[config.mk]
export PLATFORM = sky130hd
export DESIGN_NAME = lpmcs_core
export DESIGN_NICKNAME = d
export VERILOG_FILES = /design/src/rtl/lpmcs_pkg.sv /design/src/rtl/lpmcs_core.sv /design/src/rtl/lpmcs_pin_sync.sv
export VERILOG_INCLUDE_DIRS = /design/src /design/src/rtl
export SDC_FILE = /design/constraint.sdc
export NUM_CORES = 1
export LEC_CHECK = 0
export ABC_AREA = 1
export BUFFER_PORTS_ARGS = -buffer_cell sky130_fd_sc_hd__buf_2
export CORE_AREA = 2 2 111 113
export DETAILED_ROUTE_END_ITERATION = 8
export DIE_AREA = 0 0 113 115
export SLEW_MARGIN = 20
export SYNTH_ARGS = -nofsm -noshare
export SYNTH_HDL_FRONTEND = slang
export SYNTH_SLANG_ARGS = --single-unit
[constraint.sdc]
create_clock -name clk_sys_i -period 3.3 [get_ports clk_sys_i]
set_input_delay 0.165 -clock clk_sys_i [delete_from_list [all_inputs] [get_ports clk_sys_i]]
set_output_delay 0.165 -clock clk_sys_i [all_outputs]
set_load 0.01 [all_outputs]
[src/rtl/lpmcs_consts.svh]
// constants of the low-power mode and clock switch block
`ifndef LPMCS_CONSTS_SVH
`define LPMCS_CONSTS_SVH

// ==========================================================
// system control two: bit positions
`define LPMCS_SC2_XEN 7
`define LPMCS_SC2_XTEN 6
`define LPMCS_SC2_SYSCK 5
`define LPMCS_SC2_HALT 2

// ==========================================================
// reset values of the control bits
`define LPMCS_RST_XEN 1'b1
`define LPMCS_RST_XTEN 1'b0
`define LPMCS_RST_SYSCK 1'b0

// ==========================================================
// pin sampler: eight time base sources plus the low-frequency clock
`define LPMCS_NSRC 9
`define LPMCS_FS_IDX 8

// ==========================================================
// timing
`define LPMCS_CLK_NS 20
`define LPMCS_FC_KHZ 16000
`define LPMCS_SYSRST_FC 24
`define LPMCS_SYSRST_NS ((`LPMCS_SYSRST_FC * 1000000) / `LPMCS_FC_KHZ)
`define LPMCS_SYSRST_CYC (`LPMCS_SYSRST_NS / `LPMCS_CLK_NS)
`define LPMCS_PC_STEP 16'h0002

`endif

[src/rtl/lpmcs_pkg.sv]
// types of the low-power mode and clock switch block
package lpmcs_pkg;

    // ==========================================================
    // operating modes, one-hot
    typedef enum logic [5:0] {
        fast_single_clock_mode = 6'h01,
        fast_dual_clock_mode = 6'h02,
        slow_hf_on_mode = 6'h04,
        slow_hf_off_mode = 6'h08,
        peripheral_halt_fast = 6'h10,
        peripheral_halt_slow = 6'h20
    } lpmcs_mode_t;

    // ==========================================================
    // software write to system control two
    typedef struct packed {
        logic wr;
        logic [7:0] data;
    } lpmcs_sc2_wr_t;

    // time base control and interrupt enables
    typedef struct packed {
        logic time_base_enable;
        logic [2:0] time_base_clock_select;
        logic interrupt_master_flag;
        logic time_base_irq_enable;
    } lpmcs_tb_ctrl_t;

    // observable status
    typedef struct packed {
        lpmcs_mode_t mode;
        logic sys_clk_low;
        logic hf_osc_en;
        logic lf_osc_en;
        logic timing_generator_halt;
        logic time_base_interrupt;
    } lpmcs_status_t;

    // pin sampler state
    typedef struct packed {
        logic [8:0] s1;
        logic [8:0] s2;
        logic [8:0] s3;
        logic [8:0] fall;
    } lpmcs_sync_t;

endpackage

[src/rtl/lpmcs_core.sv]
// power-mode and system-clock control: peripheral-halt modes and slow/fast switching
`timescale 1ns/1ps
`include "lpmcs_consts.svh"

// What this block and its software must do
// RQ1: halt stops peripheral clocks except time base
// RQ2: halt freezes CPU state and port latches
// RQ3: held program counter is entry address plus two
// RQ4: software stops peripherals before halt entry
// RQ5: writing halt bit one enters halt mode
// RQ6: master, irq enable, time base enable pick release
// RQ7: release clears halt bit, restores prior mode
// RQ8: time base enabled at entry sets latch
// RQ9: entry and exit ignore time base enable
// RQ10: normal release wakes on source falling edge
// RQ11: interrupt release wakes then services time base
// RQ12: reset releases halt, restarts single-clock fast
// RQ13: halt may end early, asynchronous return path
// RQ14: watchdog interrupt just before entry blocks halt
// RQ15: software selects slow clock, then stops oscillator
// RQ16: high-frequency oscillator may run in slow
// RQ17: software stops fast oscillator before stop
// RQ18: software enables oscillator, warms up, clears select
// RQ19: fast switch waits for clock synchronisation
// RQ20: reset releases slow, restarts single-clock fast
// RQ21: clearing both enables gives bounded clock reset
// RQ22: clearing fast enable on fast clock resets
// RQ23: clearing slow enable on slow clock resets
// RQ24: mode and clock source are visible outputs
module lpmcs_core (
    // clock and reset
    input wire logic clk_sys_i,
    input wire logic sys_rst_i,
    // software control
    input wire lpmcs_pkg::lpmcs_sc2_wr_t sc2_wr_i,
    input wire lpmcs_pkg::lpmcs_tb_ctrl_t tb_ctrl_i,
    input wire logic wdt_irq_i,
    input wire logic time_base_latch_clr_i,
    input wire logic [15:0] cpu_pc_i,
    // pins
    input wire logic [7:0] time_base_src_i,
    input wire logic fs_clk_i,
    // clock gating and cpu hold
    output logic periph_clk_en_o,
    output logic time_base_clk_en_o,
    output logic cpu_hold_o,
    output logic [15:0] pc_hold_o,
    // release events and system clock reset
    output logic wake_o,
    output logic resume_next_o,
    output logic time_base_service_o,
    output logic sysclk_rst_o,
    // status
    output lpmcs_pkg::lpmcs_status_t status_o
);
    import lpmcs_pkg::*;

    // ==========================================================
    // state
    typedef struct packed {
        lpmcs_mode_t mode;
        lpmcs_mode_t pre_mode;
        logic xen;
        logic xten;
        logic sysck;
        logic halt_bit;
        logic sel_low;
        logic il;
        logic irq_rel;
        logic wake;
        logic svc;
        logic resume;
        logic rst_act;
        logic [6:0] rst_cnt;
        logic [15:0] pc_hold;
    } lpmcs_core_st_t;

    localparam lpmcs_core_st_t RESET_ST = '{
        mode: fast_single_clock_mode,
        pre_mode: fast_single_clock_mode,
        xen: `LPMCS_RST_XEN,
        xten: `LPMCS_RST_XTEN,
        sysck: `LPMCS_RST_SYSCK,
        halt_bit: 1'b0,
        sel_low: 1'b0,
        il: 1'b0,
        irq_rel: 1'b0,
        wake: 1'b0,
        svc: 1'b0,
        resume: 1'b0,
        rst_act: 1'b0,
        rst_cnt: 7'h00,
        pc_hold: 16'h0000
    };
    localparam logic [6:0] RST_LAST = 7'(`LPMCS_SYSRST_CYC - 1);

    lpmcs_core_st_t st;
    lpmcs_core_st_t next_st;
    logic [`LPMCS_NSRC-1:0] src_fall;
    logic tb_fall;
    logic fs_fall;
    logic halted;
    logic w_xen;
    logic w_xten;
    logic w_sysck;
    logic w_halt;
    logic clk_fault;
    logic enter;
    logic il_set;

    // mode from oscillator enables and the clock actually in use
    function automatic lpmcs_mode_t run_mode(input logic xen, input logic xten,
                                             input logic low);
        if (low) begin
            run_mode = xen ? slow_hf_on_mode : slow_hf_off_mode;
        end else begin
            run_mode = xten ? fast_dual_clock_mode : fast_single_clock_mode;
        end
    endfunction

    // ==========================================================
    // pin sampling
    lpmcs_pin_sync u_sync (
        .clk_sys_i(clk_sys_i),
        .sys_rst_i(sys_rst_i),
        .pin_i({fs_clk_i, time_base_src_i}),
        .fall_o(src_fall)
    );

    // early wake possible: the edge may come any time after entry
    assign tb_fall = src_fall[tb_ctrl_i.time_base_clock_select]; // RQ13
    assign fs_fall = src_fall[`LPMCS_FS_IDX];
    assign halted = st.halt_bit;

    // ==========================================================
    // decode of a software write
    assign w_xen = sc2_wr_i.data[`LPMCS_SC2_XEN];
    assign w_xten = sc2_wr_i.data[`LPMCS_SC2_XTEN];
    assign w_sysck = sc2_wr_i.data[`LPMCS_SC2_SYSCK];
    assign w_halt = sc2_wr_i.data[`LPMCS_SC2_HALT];
    assign clk_fault = sc2_wr_i.wr && !st.rst_act && !halted &&
        ((st.xen && !w_xen && st.xten && !w_xten) || // RQ21
         (st.xen && !w_xen && !st.sysck) || // RQ22
         (st.xten && !w_xten && st.sysck)); // RQ23
    // entry does not look at the time base enable; a watchdog irq blocks it
    assign enter = sc2_wr_i.wr && w_halt && !wdt_irq_i && !clk_fault &&
                   !st.rst_act && !halted; // RQ5 RQ9 RQ14
    assign il_set = enter && tb_ctrl_i.time_base_enable; // RQ8

    // ==========================================================
    // next state
    always_comb begin
        next_st = st;
        next_st.wake = 1'b0;
        next_st.svc = 1'b0;
        next_st.resume = 1'b0;
        if (st.rst_act) begin
            // oscillators keep running; the whole block restarts at the end
            if (st.rst_cnt == RST_LAST) begin
                next_st = RESET_ST; // RQ21
            end else begin
                next_st.rst_cnt = st.rst_cnt + 7'h01;
            end
        end else if (halted) begin
            if (tb_fall) begin
                next_st.halt_bit = 1'b0; // RQ7
                next_st.mode = st.pre_mode; // RQ7
                next_st.wake = 1'b1; // RQ10 RQ11
                next_st.svc = st.irq_rel; // RQ11
                next_st.resume = !st.irq_rel; // RQ10
            end
        end else begin
            // a return to the fast clock waits for a slow clock edge
            if (!st.sysck && st.sel_low && fs_fall) begin
                next_st.sel_low = 1'b0; // RQ19
            end
            if (clk_fault) begin
                next_st.rst_act = 1'b1;
                next_st.rst_cnt = 7'h00;
            end else if (sc2_wr_i.wr) begin
                next_st.xen = w_xen; // RQ16
                next_st.xten = w_xten;
                next_st.sysck = w_sysck;
                if (w_sysck) begin
                    next_st.sel_low = 1'b1;
                end
            end
            next_st.mode = run_mode(next_st.xen, next_st.xten, next_st.sel_low); // RQ24
            if (enter) begin
                next_st.pre_mode = next_st.mode;
                next_st.mode = next_st.sel_low ? peripheral_halt_slow
                                               : peripheral_halt_fast;
                next_st.halt_bit = 1'b1; // RQ5
                next_st.irq_rel = tb_ctrl_i.interrupt_master_flag &
                                  tb_ctrl_i.time_base_irq_enable &
                                  tb_ctrl_i.time_base_enable; // RQ6
                next_st.pc_hold = cpu_pc_i + `LPMCS_PC_STEP; // RQ3
            end
        end
        // a set in the clear cycle wins
        if (il_set) begin
            next_st.il = 1'b1; // RQ8
        end else if (time_base_latch_clr_i && !st.rst_act) begin
            next_st.il = 1'b0;
        end
    end

    // reset pin returns everything to the single-clock fast mode
    always_ff @(posedge clk_sys_i) begin
        if (sys_rst_i) begin
            st <= RESET_ST; // RQ12 RQ20
        end else begin
            st <= next_st;
        end
    end

    // ==========================================================
    // outputs
    assign periph_clk_en_o = !halted; // RQ1
    assign time_base_clk_en_o = 1'b1; // RQ1
    assign cpu_hold_o = halted; // RQ2
    assign pc_hold_o = st.pc_hold;
    assign wake_o = st.wake;
    assign resume_next_o = st.resume;
    assign time_base_service_o = st.svc;
    assign sysclk_rst_o = st.rst_act;
    assign status_o = '{
        mode: st.mode,
        sys_clk_low: st.sel_low,
        hf_osc_en: st.xen,
        lf_osc_en: st.xten,
        timing_generator_halt: st.halt_bit,
        time_base_interrupt: st.il
    }; // RQ24
endmodule

[src/rtl/lpmcs_pin_sync.sv]
// three-flop sampler with falling-edge pulse for the clock pins
`timescale 1ns/1ps
`include "lpmcs_consts.svh"

module lpmcs_pin_sync (
    // clock and reset
    input wire logic clk_sys_i,
    input wire logic sys_rst_i,
    // pins
    input wire logic [`LPMCS_NSRC-1:0] pin_i,
    // one-cycle falling-edge pulses
    output logic [`LPMCS_NSRC-1:0] fall_o
);
    import lpmcs_pkg::*;

    lpmcs_sync_t st;
    lpmcs_sync_t next_st;
    logic [`LPMCS_NSRC-1:0] fall_d;

    // ==========================================================
    // s1 feeds only s2; edges are found between s2 and s3
    genvar g;
    generate
        for (g = 0; g < `LPMCS_NSRC; g = g + 1) begin : g_edge
            assign fall_d[g] = st.s3[g] & ~st.s2[g];
        end
    endgenerate

    always_comb begin
        next_st = st;
        next_st.s1 = pin_i;
        next_st.s2 = st.s1;
        next_st.s3 = st.s2;
        next_st.fall = fall_d;
    end

    always_ff @(posedge clk_sys_i) begin
        if (sys_rst_i) begin
            st <= '0;
        end else begin
            st <= next_st;
        end
    end

    assign fall_o = st.fall;

endmodule

==> impl_metrics.tcl <==
set metrics [dict create \
    result_of_the_run "finished, violations left" \
    violations "design-rule violations" \
    die_h_um 115 \
    grt_pass1_vias 2814 \
    power.density_nw_per_um2 579 \
    cts-buffers-inserted 9 \
    insertedDiodeCount 0 \
    synth_area_per_cell_um2 7.12 \
    grtUsageTotal_pct 11.8 \
    synth_top_cells_by_area "sky130_fd_sc_hd__dfxtp_1 46%, sky130_fd_sc_hd__nand2_1 13%, sky130_fd_sc_hd__inv_1 8.1%" \
    power.share.combinational_pct 12.6 \
    ctsLongestPathBuffers 2 \
    globalRouteOverflowTotal 0 \
    cpLargestDelayFamily "simple AND/OR/NAND/NOR gates" \
    synthMostInstantiatedCell "sky130_fd_sc_hd__nand2_1" \
    startpoint "st[16]" \
    timing.critical_path.depth 11 \
    netlist_top_cells_count "117 x sky130_fd_sc_hd__nand2_1, 80 x sky130_fd_sc_hd__dfxtp_1, 75 x sky130_fd_sc_hd__inv_1, 75 x sky130_fd_sc_hd__nor2_1, 30 x sky130_fd_sc_hd__nand3_1" \
    yosys.cell_types.count 31 \
    synthesized_nets 535 \
    critical_path.max_fanout 17 \
    placed_area_um2 3790 \
    io_pins 78 \
    grt_max_degree 41 \
    timing.clock.skew_ps 7.68 \
    die_width_um 113 \
    setup_tns_ps 0 \
    critPathCaptureType "flip-flop" \
    cts.reportedPaths.clkPinSlew_ps 60 \
    finalSetupViolations 0 \
    stdcell_area_um2 4100 \
    ys_ff_latch 80 \
    p_total_mw 2.37 \
    worst_hold_path_type "in -> reg" \
    design.final.nets 585 \
    number_of_synthesized_flops_with_an_enable_pin 0 \
    post_drt_wl_per_cell_um 10.6 \
    cp_num_buf_inv 2 \
    post_drt_via_cell_ratio 4.26 \
    rsz0062_at_grt "false" \
    irDropWorstVdd_mv 0.223 \
    power.switching_mw 0.635 \
    grt_use_met2_pct 19.9 \
    post-synth-top-area-fraction_pct 46.1 \
    proportion_of_synthesized_chip_area_in_sequential_cells_pct 46.1 \
    syn-instance-count 488 \
    global_route.usage.met1_pct 13.9 \
    drt-pass1-iter-count 6 \
    dp_hpwl_um 5440 \
    antenna_found_initial 0 \
    achievable_frequency_mhz 557 \
    grt_first_pass_wirelength_um 12300 \
    cts_hold_repair.buffers 0 \
    crit_path_max_incr_delay_ps 390 \
    layout-drive-gt1-share_pct 18.6 \
    clkPwrFrac_pct 43.3 \
    worstPathArrival_ps 2040 \
    crit_slowest_cell "sky130_fd_sc_hd__nor2_4" \
    place.gp.congestion 0.837 \
    synthFlopType "sky130_fd_sc_hd__dfxtp_1" \
    power.leakage_nw 2.02 \
    root_buffer "sky130_fd_sc_hd__clkbuf_16" \
    layout-area-overhead-vs-synth_pct 18.1 \
    drv.max_cap_violation_count 0 \
    synth_largest_area_cell "sky130_fd_sc_hd__dfxtp_1" \
    tritoncts "built" \
    synth_warnings 0 \
    worstReg2RegEnd "st[36]" \
    filler_cell_count 1279 \
    design.die.area_um2 13000 \
    initialDrtViolationCount 133 \
    r2r_start "st[16]" \
    worstPathCellList "inv_1 -> ha_1 -> nand2_1 -> nor3_1 -> nand2_1 -> inv_1 -> nand2_1 -> nand2_1 -> nor2_4 -> nand2_1 -> o21ai_0" \
    dr_total_vias 2942 \
    timing.final.hold_violations 0 \
    worst-r2r-cell-count 11 \
    placement_rows 40 \
    port_buffers 72 \
    postSynth.asyncResetShare_pct 0 \
    gr-usage-met3_pct 3.27 \
    clock-sinks 80 \
    multi_input_area_um2 1340 \
    slew_violations 0 \
    drc_errors 5 \
    required_time_at_the_worst_slack_endpoint_ps 3540 \
    antenna_violating_nets_post_route 0 \
    post_cts_resized 0 \
    initial_utilization_pct 29.4 \
    regToRegSetupSlack_ps 1500 \
    postRouteWirelength_um 7280 \
    cts.repair_timing.setup_buffer_count 0 \
    top_usage_layer "met2" \
    mapped_area_um2 3470 \
    endpoint_of_the_most_critical_setup_path "st[36]" \
    crit_type "reg -> reg" \
    timing.critical_path.mode_cell "sky130_fd_sc_hd__nand2_1" \
    internal-power_mw 1.74 \
    period_minus_slack_ps 1800 \
    startpoint_type "flip-flop" \
    final_min_period_over_clock_period_pct 54.4 \
    cts_htree_levels 3 \
    register_area_um2 1600 \
    clkLatencyLatePin_ps 330 \
    core_region_area_um2 11800 \
    p_seq_share_pct 44.1 \
    p_sw_share_pct 26.8 \
]
cell families (layout without fill, tap and decap cells):
kind of cell	Yosys count	count (layout)	synth area share [%]
xor+xnor	4	4	1.01
fa+ha+maj	3	3	1.08
compound gates	48	48	7.35
simple gates	239	239	28.9
flops	80	80	46.1
buf+inv	113	168	15.4
other cells	1	1	0.108
worst min-delay path by stage:
| stage | start | to | cells after the start |
|---|---|---|---|
| 5_1_grt | time_base_src_i[6] | u_sync.next_st[24] | 3 |
| 2_1_floorplan | time_base_src_i[0] | u_sync.next_st[18] | 2 |
| 4_1_cts | cpu_pc_i[0] | pc_hold_o[0] | 3 |
| 3_5_place_dp | cpu_pc_i[0] | pc_hold_o[0] | 3 |
| 3_3_place_gp | cpu_pc_i[0] | pc_hold_o[0] | 3 |
| 6_report | cpu_pc_i[0] | pc_hold_o[0] | 3 |
sequential cells by signal, summed over array words and instances, names as in the netlist, 9 cells and up:
| name | cells |
|---|---|
| u_sync.next_st | 18 |
| pc_hold_o | 16 |
| st | 13 |
| status_o | 10 |
| u_sync.fall_o | 9 |
| u_sync.st | 9 |
worst reg2reg max path, cell delays in order (launching register included):
cell and delay, ps:
sky130_fd_sc_hd__dfxtp_1 340, sky130_fd_sc_hd__inv_1 80, sky130_fd_sc_hd__ha_1 210, sky130_fd_sc_hd__nand2_1 60
sky130_fd_sc_hd__nor3_1 40, sky130_fd_sc_hd__nand2_1 100, sky130_fd_sc_hd__inv_1 70, sky130_fd_sc_hd__nand2_1 100
sky130_fd_sc_hd__nand2_1 140, sky130_fd_sc_hd__nor2_4 390, sky130_fd_sc_hd__nand2_1 90, sky130_fd_sc_hd__o21ai_0 110
area by class of cell:
type / count / share of cell area (%)
Clock buffer: 10 / 5.82
Clock inverter: 6 / 1.83
Inverter: 78 / 7.13
Multi-Input combinational cell: 295 / 32.6
Sequential cell: 80 / 39.0
Tap cell: 147 / 4.48
Timing Repair Buffer: 74 / 9.15
power groups by stage:
stage / clock network (mW) / registers, mW / logic (mW)
6_report: 1.03 / 1.05 / 0.299
5_1_grt: 1.10 / 1.05 / 0.343
4_1_cts: 1.06 / 1.05 / 0.302
3_5_place_dp: 0 / 1.07 / 0.301
3_3_place_gp: 0 / 1.07 / 0.295
2_1_floorplan: 0 / 1.06 / 0.229
per-stage QoR:
stage               setup slack (ps)  cells  hold WS [ps]  util, %
global route                    1300    690          26.6     34.7
global placement                1550    674           364     32.1
CTS                             1480    690          12.0     34.7
detailed placement              1530    674           368     32.1
finish                          1500    690          29.1     34.7
floorplan                       1830    488           272        -
per-layer routing:
| metal | vias up | part of all wire (%) |
|---|---|---|
| li1 | 1563 | - |
| met1 | 1313 | 47 |
| met2 | 63 | 47 |
| met3 | 3 | 4.8 |
| met4 | 0 | 0.37 |
| met5 | - | 0 |
layout by cell type (no fill, tap or decap), drive strengths merged:
master,instances
a211oi,1
a21boi,1
a21oi,18
a31oi,1
and3,1
buf,74
bufinv,1
clkbuf,10
clkinv,1
clkinvlp,1
conb,1
dfxtp,80
ha,3
inv,81
nand2,119
nand3,31
nand4,2
nor2,78
nor3,6
o211ai,1
o21ai,23
o21bai,1
o22ai,1
o31ai,1
or2,2
xnor2,1
xor2,3
(Power assumes the default switching activity.)
